### src/hdl/dpcl_cfg.svh
`ifndef DPCL_CFG_SVH
`define DPCL_CFG_SVH

`define DPCL_CLK_NS         8
`define DPCL_TICK_CYC       125
`define DPCL_BOOST_WIN_US   2000
`define DPCL_BOOST_REARM_US 16000
`define DPCL_OC_LIMIT_US    4100
`define DPCL_HICCUP_OFF_US  524000
`define DPCL_FAST_OFF_US    2
`define DPCL_SOFTSTART_US   1000
`define DPCL_TON_MIN_NS     84
`define DPCL_TOFF_MIN_NS    81
`define DPCL_TON_MIN_CYC    ((`DPCL_TON_MIN_NS + `DPCL_CLK_NS - 1) / `DPCL_CLK_NS)
`define DPCL_TOFF_MIN_CYC   ((`DPCL_TOFF_MIN_NS + `DPCL_CLK_NS - 1) / `DPCL_CLK_NS)
`define DPCL_FOLD_QUIET     16

`define DPCL_ADDR_CTRL      12'h000
`define DPCL_ADDR_STATUS    12'h004
`define DPCL_ADDR_INT_STAT  12'h008
`define DPCL_ADDR_INT_MASK  12'h00C
`define DPCL_CTRL_RESET     3'h7
`define DPCL_MASK_RESET     8'h00

`endif

### src/hdl/dpcl_pkg.sv
package dpcl_pkg;
    typedef enum logic [1:0] { BST_WINDOW, BST_REARM, BST_ARMED } dpcl_boost_type;
    typedef enum logic [2:0] { PS_RUN, PS_FAST_OFF, PS_SOFTSTART, PS_HICCUP, PS_THERMAL }
        dpcl_port_type;
    typedef enum logic [1:0] { VSEL_5V10, VSEL_5V17, VSEL_5V30, VSEL_5V40 } dpcl_vsel_type;
endpackage

### src/hdl/dpcl_top.sv
// How it works
// - Fixed primary limit per port, independently
// - Boosted limit 1.6x, in window and while armed
// - Boost held 2 ms after power-up
// - Boost not re-armed for 16 ms
// - Above boosted limit: primary at once
// - Between limits: allow window, then clamp
// - Short threshold: fast off, soft restart
// - Limited port held at constant primary current
// - Limit over 4.1 ms: hiccup 524/5.1
// - Faults confined to the faulted port
// - Either port over primary: other primary
// - Hot switch off until cooled, restart
// - Minimum high-side on and off times
// - Fold frequency when limits bind
// - Decode select pin into four targets
`timescale 1ns/1ns
`include "dpcl_cfg.svh"
module dpcl_top
    import dpcl_pkg::*;
#(
    parameter int TICK_CYC     = `DPCL_TICK_CYC,
    parameter int BOOST_WIN_US = `DPCL_BOOST_WIN_US,
    parameter int REARM_US     = `DPCL_BOOST_REARM_US,
    parameter int OC_US        = `DPCL_OC_LIMIT_US,
    parameter int HICCUP_US    = `DPCL_HICCUP_OFF_US,
    parameter int FAST_OFF_US  = `DPCL_FAST_OFF_US,
    parameter int SOFTSTART_US = `DPCL_SOFTSTART_US
)(
    input  wire logic        clk_sys,
    input  wire logic        reset_n,
    input  wire logic        psel,
    input  wire logic        penable,
    input  wire logic        pwrite,
    input  wire logic [11:0] paddr,
    input  wire logic [31:0] pwdata,
    output logic      [31:0] prdata,
    output logic             pready,
    output logic             pslverr,
    output logic             irq,
    input  wire logic        power_good,
    input  wire logic [1:0]  port_uvlo,
    input  wire logic [1:0]  over_primary,
    input  wire logic [1:0]  over_boosted,
    input  wire logic [1:0]  over_short,
    input  wire logic [1:0]  switch_hot,
    input  wire logic [1:0]  switch_cooled,
    input  wire logic [1:0]  output_level_select_pin,
    input  wire logic        hs_demand,
    input  wire logic        cycle_start,
    output logic [1:0]       port_power_switch,
    output logic [1:0]       boosted_port_limit,
    output logic [1:0]       primary_clamp,
    output logic [1:0]       soft_start,
    output logic [1:0]       output_level,
    output logic             high_side_switch,
    output logic [1:0]       fold_level
);
    localparam int TW = 20;
    localparam logic [TW-1:0] WIN_T  = TW'(BOOST_WIN_US);
    localparam logic [TW-1:0] RARM_T = TW'(REARM_US);
    localparam logic [TW-1:0] OC_T   = TW'(OC_US);
    localparam logic [TW-1:0] HIC_T  = TW'(HICCUP_US);
    localparam logic [TW-1:0] FOFF_T = TW'(FAST_OFF_US);
    localparam logic [TW-1:0] SS_T   = TW'(SOFTSTART_US);
    localparam logic [3:0] TON_MIN   = 4'(`DPCL_TON_MIN_CYC);
    localparam logic [3:0] TOFF_MIN  = 4'(`DPCL_TOFF_MIN_CYC);
    localparam logic [4:0] FOLD_Q    = 5'(`DPCL_FOLD_QUIET);

    logic [1:0]  rst_sync_r;
    logic        rst_n;
    logic [6:0]  tick_cnt_r;
    logic        tick_r;
    logic [2:0]  ctrl_r;
    logic [7:0]  int_stat_r;
    logic [7:0]  int_mask_r;
    logic [7:0]  int_evt;
    logic [31:0] status;
    logic        rd_acc;
    logic        wr_acc;
    logic        addr_ok;

    always_ff @(posedge clk_sys or negedge reset_n)
    begin
        if (!reset_n)
            rst_sync_r <= 2'h0;
        else
            rst_sync_r <= {rst_sync_r[0], 1'b1};
    end
    assign rst_n = rst_sync_r[1];

    always_ff @(posedge clk_sys or negedge rst_n)
    begin
        if (!rst_n)
        begin
            tick_cnt_r <= 7'h00;
            tick_r     <= 1'b0;
        end
        else if (tick_cnt_r == 7'(TICK_CYC - 1))
        begin
            tick_cnt_r <= 7'h00;
            tick_r     <= 1'b1;
        end
        else
        begin
            tick_cnt_r <= tick_cnt_r + 7'h01;
            tick_r     <= 1'b0;
        end
    end

    genvar p;
    generate
        for (p = 0; p < 2; p++)
        begin : g_port
            dpcl_boost_type bst_r;
            dpcl_port_type  ps_r;
            logic [TW-1:0]  bst_cnt_r;
            logic [TW-1:0]  oc_cnt_r;
            logic [TW-1:0]  ps_cnt_r;
            logic           hold;
            logic           boost_on;
            logic           limited;
            logic           enabled;

            // Port state reset to soft start and boost window while unpowered or in UVLO
            assign hold     = !power_good || port_uvlo[p];
            assign enabled  = ctrl_r[p];
            // Other port over primary forces primary here
            assign boost_on = (bst_r != BST_REARM) && !over_primary[1-p];
            assign limited  = boost_on ? over_boosted[p] : over_primary[p];

            always_ff @(posedge clk_sys or negedge rst_n)
            begin
                if (!rst_n)
                begin
                    bst_r     <= BST_WINDOW;
                    bst_cnt_r <= '0;
                end
                else if (hold)
                begin
                    bst_r     <= BST_WINDOW;
                    bst_cnt_r <= '0;
                end
                else
                begin
                    case (bst_r)
                        BST_WINDOW:
                        begin
                            // Excess over boosted limit ends window now
                            if (over_boosted[p] || (tick_r && bst_cnt_r >= WIN_T - 1'b1))
                            begin
                                bst_r     <= BST_REARM;
                                bst_cnt_r <= '0;
                            end
                            else if (tick_r)
                                bst_cnt_r <= bst_cnt_r + 1'b1;
                        end
                        BST_REARM:
                        begin
                            if (tick_r && bst_cnt_r >= RARM_T - 1'b1)
                            begin
                                bst_r     <= BST_ARMED;
                                bst_cnt_r <= '0;
                            end
                            else if (tick_r)
                                bst_cnt_r <= bst_cnt_r + 1'b1;
                        end
                        BST_ARMED:
                        begin
                            // Overload between limits opens a new window
                            if (over_boosted[p])
                                bst_r <= BST_REARM;
                            else if (over_primary[p])
                                bst_r <= BST_WINDOW;
                        end
                        default:
                            bst_r <= BST_REARM;
                    endcase
                end
            end

            always_ff @(posedge clk_sys or negedge rst_n)
            begin
                if (!rst_n)
                    oc_cnt_r <= '0;
                else if (hold || !limited || ps_r != PS_RUN)
                    oc_cnt_r <= '0;
                else if (tick_r)
                    oc_cnt_r <= oc_cnt_r + 1'b1;
            end

            // Fault sequencing local to this port
            always_ff @(posedge clk_sys or negedge rst_n)
            begin
                if (!rst_n)
                begin
                    ps_r     <= PS_SOFTSTART;
                    ps_cnt_r <= '0;
                end
                else if (hold)
                begin
                    ps_r     <= PS_SOFTSTART;
                    ps_cnt_r <= '0;
                end
                else if (switch_hot[p] && ps_r != PS_THERMAL)
                    ps_r <= PS_THERMAL;
                else
                begin
                    case (ps_r)
                        PS_RUN:
                        begin
                            ps_cnt_r <= '0;
                            if (over_short[p])
                                ps_r <= PS_FAST_OFF;
                            else if (oc_cnt_r >= OC_T)
                                ps_r <= PS_HICCUP;
                        end
                        PS_FAST_OFF:
                        begin
                            if (tick_r && ps_cnt_r >= FOFF_T - 1'b1)
                            begin
                                ps_r     <= PS_SOFTSTART;
                                ps_cnt_r <= '0;
                            end
                            else if (tick_r)
                                ps_cnt_r <= ps_cnt_r + 1'b1;
                        end
                        PS_SOFTSTART:
                        begin
                            if (over_short[p])
                            begin
                                ps_r     <= PS_FAST_OFF;
                                ps_cnt_r <= '0;
                            end
                            else if (tick_r && ps_cnt_r >= SS_T - 1'b1)
                            begin
                                ps_r     <= PS_RUN;
                                ps_cnt_r <= '0;
                            end
                            else if (tick_r)
                                ps_cnt_r <= ps_cnt_r + 1'b1;
                        end
                        PS_HICCUP:
                        begin
                            // Retry restarts the limit timer: next on-phase is the 1 ms soft start plus 4.1 ms
                            if (tick_r && ps_cnt_r >= HIC_T - 1'b1)
                            begin
                                ps_r     <= PS_SOFTSTART;
                                ps_cnt_r <= '0;
                            end
                            else if (tick_r)
                                ps_cnt_r <= ps_cnt_r + 1'b1;
                        end
                        PS_THERMAL:
                        begin
                            if (switch_cooled[p] && !switch_hot[p])
                            begin
                                ps_r     <= PS_SOFTSTART;
                                ps_cnt_r <= '0;
                            end
                        end
                        default:
                            ps_r <= PS_SOFTSTART;
                    endcase
                end
            end

            always_ff @(posedge clk_sys or negedge rst_n)
            begin
                if (!rst_n)
                begin
                    port_power_switch[p]  <= 1'b0;
                    boosted_port_limit[p] <= 1'b0;
                    primary_clamp[p]      <= 1'b0;
                    soft_start[p]         <= 1'b0;
                end
                else
                begin
                    port_power_switch[p]  <= !hold && enabled &&
                        (ps_r == PS_RUN || ps_r == PS_SOFTSTART);
                    boosted_port_limit[p] <= !hold && boost_on;
                    // Primary clamp when over the primary limit with boost off
                    primary_clamp[p]      <= !hold && limited && !boost_on;
                    soft_start[p]         <= !hold && ps_r == PS_SOFTSTART;
                end
            end

            assign int_evt[p]     = ps_r == PS_RUN && over_short[p];
            assign int_evt[p + 2] = ps_r == PS_RUN && oc_cnt_r >= OC_T;
            assign int_evt[p + 4] = ps_r != PS_THERMAL && switch_hot[p];
            assign int_evt[p + 6] = bst_r == BST_WINDOW && over_boosted[p] && !hold;
        end
    endgenerate

    always_ff @(posedge clk_sys or negedge rst_n)
    begin
        if (!rst_n)
            output_level <= VSEL_5V10;
        else
            case (output_level_select_pin)
                2'h0:    output_level <= VSEL_5V10;
                2'h1:    output_level <= VSEL_5V17;
                2'h2:    output_level <= VSEL_5V30;
                2'h3:    output_level <= VSEL_5V40;
                default: output_level <= VSEL_5V10;
            endcase
    end

    logic [3:0] on_cnt_r;
    logic [3:0] off_cnt_r;
    logic [2:0] skip_r;
    logic [4:0] quiet_r;
    logic       allow;
    logic       viol;
    logic       start_ok;

    assign allow    = skip_r == 3'h0;
    assign start_ok = cycle_start && allow && hs_demand;
    // A turn-on blocked by off time, or a turn-off blocked by on time
    assign viol = (!high_side_switch && start_ok && off_cnt_r < TOFF_MIN) ||
                  (high_side_switch && !hs_demand && on_cnt_r < TON_MIN);

    always_ff @(posedge clk_sys or negedge rst_n)
    begin
        if (!rst_n)
        begin
            high_side_switch <= 1'b0;
            on_cnt_r         <= 4'h0;
            off_cnt_r        <= TOFF_MIN;
        end
        else if (high_side_switch)
        begin
            if (!hs_demand && on_cnt_r >= TON_MIN)
            begin
                high_side_switch <= 1'b0;
                off_cnt_r        <= 4'h1;
            end
            else if (on_cnt_r < TON_MIN)
                on_cnt_r <= on_cnt_r + 4'h1;
        end
        else
        begin
            if (start_ok && off_cnt_r >= TOFF_MIN)
            begin
                high_side_switch <= 1'b1;
                on_cnt_r         <= 4'h1;
            end
            else if (off_cnt_r < TOFF_MIN)
                off_cnt_r <= off_cnt_r + 4'h1;
        end
    end

    always_ff @(posedge clk_sys or negedge rst_n)
    begin
        if (!rst_n)
        begin
            fold_level <= 2'h0;
            skip_r     <= 3'h0;
            quiet_r    <= 5'h00;
        end
        else
        begin
            if (cycle_start)
                skip_r <= allow ? 3'((4'h1 << fold_level) - 4'h1) : skip_r - 3'h1;
            if (viol && ctrl_r[2])
            begin
                quiet_r <= 5'h00;
                if (fold_level != 2'h3)
                    fold_level <= fold_level + 2'h1;
            end
            else if (cycle_start && allow)
            begin
                if (quiet_r >= FOLD_Q - 5'h01)
                begin
                    quiet_r <= 5'h00;
                    if (fold_level != 2'h0)
                        fold_level <= fold_level - 2'h1;
                end
                else
                    quiet_r <= quiet_r + 5'h01;
            end
        end
    end

    assign status = {20'h0_0000, fold_level, output_level, soft_start,
                     primary_clamp, boosted_port_limit, port_power_switch};
    assign addr_ok = paddr == `DPCL_ADDR_CTRL || paddr == `DPCL_ADDR_STATUS ||
                     paddr == `DPCL_ADDR_INT_STAT || paddr == `DPCL_ADDR_INT_MASK;
    assign wr_acc  = psel && penable && pwrite && addr_ok;
    assign rd_acc  = psel && penable && !pwrite && paddr == `DPCL_ADDR_INT_STAT;

    always_ff @(posedge clk_sys or negedge rst_n)
    begin
        if (!rst_n)
        begin
            ctrl_r     <= `DPCL_CTRL_RESET;
            int_mask_r <= `DPCL_MASK_RESET;
        end
        else if (wr_acc && paddr == `DPCL_ADDR_CTRL)
            ctrl_r <= pwdata[2:0];
        else if (wr_acc && paddr == `DPCL_ADDR_INT_MASK)
            int_mask_r <= pwdata[7:0];
    end

    // New events win over the read clear
    always_ff @(posedge clk_sys or negedge rst_n)
    begin
        if (!rst_n)
            int_stat_r <= 8'h00;
        else
            int_stat_r <= (rd_acc ? 8'h00 : int_stat_r) | int_evt;
    end

    // Read data latched in setup so the access phase needs no wait
    always_ff @(posedge clk_sys or negedge rst_n)
    begin
        if (!rst_n)
        begin
            prdata  <= 32'h0000_0000;
            pready  <= 1'b0;
            pslverr <= 1'b0;
            irq     <= 1'b0;
        end
        else
        begin
            pready <= 1'b1;
            irq    <= |(int_stat_r & int_mask_r);
            if (psel && !penable)
            begin
                pslverr <= !addr_ok;
                case (paddr)
                    `DPCL_ADDR_CTRL:     prdata <= {29'h0, ctrl_r};
                    `DPCL_ADDR_STATUS:   prdata <= status;
                    `DPCL_ADDR_INT_STAT: prdata <= {24'h0, int_stat_r};
                    `DPCL_ADDR_INT_MASK: prdata <= {24'h0, int_mask_r};
                    default:             prdata <= 32'h0000_0000;
                endcase
            end
        end
    end
endmodule

### config.mk
export PLATFORM = sky130hd
export DESIGN_NAME = dpcl_top
export DESIGN_NICKNAME = d
export VERILOG_FILES = /design/src/hdl/dpcl_pkg.sv /design/src/hdl/dpcl_top.sv
export VERILOG_INCLUDE_DIRS = /design/src /design/src/hdl
export SDC_FILE = /design/constraint.sdc
export NUM_CORES = 1
export LEC_CHECK = 0
export BUFFER_PORTS_ARGS = -buffer_cell sky130_fd_sc_hd__clkbuf_2
export CORE_MARGIN = 2
export CORE_UTILIZATION = 40
export DETAILED_ROUTE_END_ITERATION = 16
export GPL_TIMING_DRIVEN = 1
export SLEW_MARGIN = 40
export SYNTH_ARGS = -nofsm -noshare
export SYNTH_HDL_FRONTEND = slang
export SYNTH_SLANG_ARGS = --single-unit
export TNS_END_PERCENT = 20
### constraint.sdc
create_clock -name clk_sys -period 8.4 [get_ports clk_sys]
set_clock_uncertainty 0.1 [all_clocks]
set_input_delay 1.26 -clock clk_sys [delete_from_list [all_inputs] [get_ports clk_sys]]
set_output_delay 1.26 -clock clk_sys [all_outputs]
set_load 0.05 [all_outputs]
# After elaboration in Yosys (flattened, before gate mapping)
# Cells that the tools add are included.
[classes] n_addsub=14 magnitude_cmp=17 n_eq_ne=49 shifts=1 mux=91 bitwise=3 reduce_logical=115
[op_table] op="2-to-1 mux 20 bit" n=28
[op_table] op="one-hot mux 20 bit (5 select lines)" n=2
[op_table] op="adder 20 x 1 -> 20 bit, second input constant" n=6
[op_table] op="one-hot mux 20 bit (2 select lines)" n=2
[op_table] op="2-to-1 mux 3 bit" n=19
[op_table] op="logical AND 1 bit" n=53
[op_table] op="one-hot mux 12 bit (4 select lines)" n=1
[op_table] op=">= comparator 20 x 1 -> 1 bit, second input constant" n=2
[op_table] op=">= comparator 20 x 10 -> 1 bit, second input constant" n=2
[op_table] op=">= comparator 20 x 11 -> 1 bit, second input constant" n=2
[op_table] op=">= comparator 20 x 13 -> 1 bit, second input constant" n=2
[op_table] op=">= comparator 20 x 14 -> 1 bit, second input constant" n=2
[op_table] op=">= comparator 20 x 19 -> 1 bit, second input constant" n=2
[op_table] op="2-to-1 mux 4 bit" n=8
[op_table] op="!= test 4 bit, second input constant" n=8
[op_table] op="2-to-1 mux 2 bit" n=15
[op_table] op="one-hot mux 3 bit (5 select lines)" n=2
[op_table] op="equality test 12 x 4 -> 1 bit, second input constant" n=2
[op_table] op="!= test 3 bit, second input constant" n=8
[op_table] op="AND reduction 3 bit" n=6
[op_table] op="zero test 1 bit" n=16
[op_table] op="nonzero test 2 bit" n=8
[op_table] op="2-to-1 mux 5 bit" n=3
[op_table] op="!= test 5 bit, second input constant" n=3
[op_table] op="38 further kinds" n=88
[word_totals] regBits=223 input_bits=66 output_inout_bits=48 word_cells=325

# Longest topological paths before layout
[depth] depth_word=9 depth_mapped=9 ltp_nobuf=8

# Worst setup path before layout
# OpenSTA, ideal clock, no wires.
[synth_timing] path_kind="in2reg" from="input paddr[7]" to="register int_mask_r[0]" setup_ns=0.125 t_arrival_ns=2.853 t_required_ns=8.175 slack_ns=5.322 stages=5 n_path_buf=0 cell_sequence="nor4_1 > nand3_1 > nor2_1 > nand4_1 > mux2_2"
[synth_between] elab_chain_cells=8 elab_cells_between_ends=12 cone_classes="eq/ne: 3; bitwise: 1; reduce/logical: 8"
[synth_rtl] item="start, declared" line_no="dpcl_top.sv:35" rtl="input wire logic [11:0] paddr,"
[synth_rtl] item="equality test 12 x 3 -> 1 bit or zero test 12 bit (tied branches)"
[synth_rtl] item="logical OR 1 bit (no source line) (3 in series)"
[synth_rtl] item="logical AND 1 bit" line_no="dpcl_top.sv:389" rtl="assign wr_acc = psel && penable && pwrite && addr_ok;"
[synth_rtl] item="logical AND 1 bit (no source line)"
[synth_rtl] item="inverter 1 bit (no source line)"
[synth_rtl] item="AND reduction 2 bit (no source line) (*)"
[synth_rtl] item="end signal, assigned" line_no="dpcl_top.sv:397" rtl="int_mask_r <= `DPCL_MASK_RESET;"
[synth_rtl] item="end signal, assigned" line_no="dpcl_top.sv:402" rtl="int_mask_r <= pwdata[7:0];"
[synth_rtl] item="end, declared" line_no="dpcl_top.sv:76" rtl="logic [7:0] int_mask_r;"
# Every way passes the cells marked *; elsewhere a longest branch is shown, timed or not.
# A chain may end at the register's enable or synchronous reset.

# Final worst setup path
[layout_timing] from="input paddr[7]" to="register int_mask_r[4]"
# Same word-level chain as after synthesis.

==> out/metrics.csv <==
metric,value,unit
port-buffer-count,69,
critPathLaunchType,input port,
dp_slack,4667,ps
ioPinCount,114,
synthArstFlopShare,100.0,%
hpwl,17360,um
cap_viol_max_count,0,
fin_crit_sh,37.76,%
chipWidth,169.5,um
clk_pin_slew_worst_paths,60,ps
numCtsBuffers,25,
critPathRequiredTime,8720,ps
p_leak,5.349,nW
setup_ws,5228,ps
ys_ff_latch,203,
timing.hold.ws,261.0,ps
drive_gt1_share,13.95,%
grt_max_degree,80,
synthesis.area,0.01095,mm2
fp.dieArea,0.02872,mm2
final_cell_mix,"dfrtp_1 (193), nand2_1 (137), nor2_1 (119)",
finalHoldViolCount,0,
htree_levels,1,
drv_slew,0,
setup_viol_count_final,0,
grt_pass1_wl,42390,um
final-seq-area,0.005095,mm2
ant_nets,0,
clock-sinks,203,
area_growth,13.17,%
worst_pin_slew,780.2,ps
cp_data_arrival_time,3490,ps
grt_util_all_layers,17.56,%
coreArea,0.02695,mm2
fin_tns_setup,0,ps
cts_root_buf,clkbuf_16,
place_area,0.01148,mm2
wl_per_cell,15.74,um
layout.nets,1313,
post-cts-setup-buffers,0,
antenna_found_initial,2,
dr.pass1.iters,5,
synth_edf_count,0,
cts.hold.buffers_added,0,
vias,8943,
place.gp.congestion,0.8277,
rows,60,
synth_area_per_cell,9.267,um2
vdd_drop_max,123.4,uV
yosysWarnings,0,
vias_per_cell,5.628,
fp.dieH,169.5,um
cts_tree,yes,
synthCells,1182,
yosysSeqAreaShare,46.47,%
timing.slew.headroom,47.63,%
layout_commonest_cell,dfrtp_1,
yosys.cell_types.count,78,
clk_latency,530,ps
clockBufferDepth,3,
fill_cells,2598,
cts_resized,0,
start_util,40.64,%
run_status,"complete, no violations",
critPathKind,input port to flip-flop,
rsz0062_at_grt,false,
cp_max_fo,8,
finalInstanceArea,0.01240,mm2
overflow,0,
drc_errors,0,
powerDensity,201.1,mW/mm2
period_needed,3172,ps
grt_pass1_vias,8430,
synthFlopType,dfrtp_1,
fmax,315.3,MHz
dr.first_iter.drc_count,507,
multi_input_area,0.005448,mm2
drt_wl_total,25010,um
end_kind,flip-flop,
min_path_type,flip-flop to flip-flop,
## per-layer routing
metal,track usage [%],part of all wire [%],wire length (um),up-vias
li1,-,-,-,4360
met1,25.41,49,12280,4367
met2,27.95,45,11240,183
met3,2.682,4.1,1018,31
met4,3.753,1.8,452,2
met5,0,0.052,13,-
## Yosys cell counts, drive strengths merged (20+ instances only)
cell type	number	area share (%)
and3	30	1.7
xor2	28	2.2
buf	35	2.1
inv	32	1.1
dfrtp	195	45
nand3	70	3.2
nor3	25	1.2
nand2	137	4.7
o21ai	43	2.0
nor2	119	4.1
nor4	20	1.2
clkbuf	42	1.4
a21oi	45	2.1
nand4	43	2.5
## cell type report
cell class | instances | area share, %
clock inverter | 14 | 1.554
clock buffer | 32 | 5.663
sequential | 203 | 41.10
tap | 341 | 3.442
antenna | 1 | 0.02019
multi-input combinational | 889 | 43.95
inverter | 33 | 0.9993
timing repair buffer | 76 | 3.270
## sequential cells by signal (all words and copies together), names as in the netlist, 5 cells and up
| name | cells |
|---|---|
| int_stat_r | 8 |
| tick_cnt_r | 7 |
| g_port.ps_r | 6 |
| quiet_r | 5 |
| prdata | 12 |
| g_port.bst_cnt_r | 40 |
| g_port.ps_cnt_r | 40 |
| int_mask_r | 8 |
| g_port.oc_cnt_r | 40 |
## critical path, cell delays in order
cell,delay [ps]
clkbuf_2,80
nor4_1,610
nand3_1,400
nor2_1,280
nand4_1,430
mux2_2,430
## through the flow
step | power [W] | cells | util [%]
5_1_grt | 0.002606 | 1588 | 45.98
4_1_cts | 0.002526 | 1588 | 45.92
2_1_floorplan | 0.001304 | 1202 | -
6_report | 0.002493 | 1589 | 45.99
3_5_place_dp | 0.001368 | 1542 | 42.60
3_3_place_gp | 0.001361 | 1542 | 42.57
## kinds of logic after synthesis
logic type / Yosys count / synth area share [%]
compound gates: 244 / 15.75
xor+xnor: 47 / 3.758
fa+ha+maj: 19 / 2.170
flops: 203 / 46.47
buf+inv: 110 / 4.638
mux: 29 / 3.198
simple gates: 528 / 23.94
other cells: 2 / 0.06857
## report_power, final
| group | internal [W] | leakage, nW | total, W | switching, W |
|---|---|---|---|---|
| Sequential | 0.00103 | 2.72 | 0.00108 | 0.0000563 |
| Combinational | 0.0000931 | 2.20 | 0.000265 | 0.000172 |
| Clock | 0.000716 | 0.437 | 0.00114 | 0.000428 |
| Total | 0.00184 | 5.35 | 0.00249 | 0.000656 |
## worst paths after layout
| check | cells past startpoint | startpoint | to | slack, ps |
|---|---|---|---|---|
| hold / removal | 0 | rst_sync_r[0] | rst_sync_r[1] | 260 |
| max in group asynchronous | 1 | rst_sync_r[1] | g_port[0].bst_cnt_r[11] | 6780 |
| min in group asynchronous | 0 | rst_sync_r[1] | g_port[1].ps_cnt_r[17] | 270 |
| hold reg to reg | 0 | rst_sync_r[0] | rst_sync_r[1] | 260 |
| setup / recovery | 6 | paddr[7] | int_mask_r[4] | 5230 |
| setup reg to reg | 7 | g_port[0].ps_cnt_r[0] | g_port[0].ps_cnt_r[2] | 5300 |
Note: power is estimated with default switching activity, not from simulation.
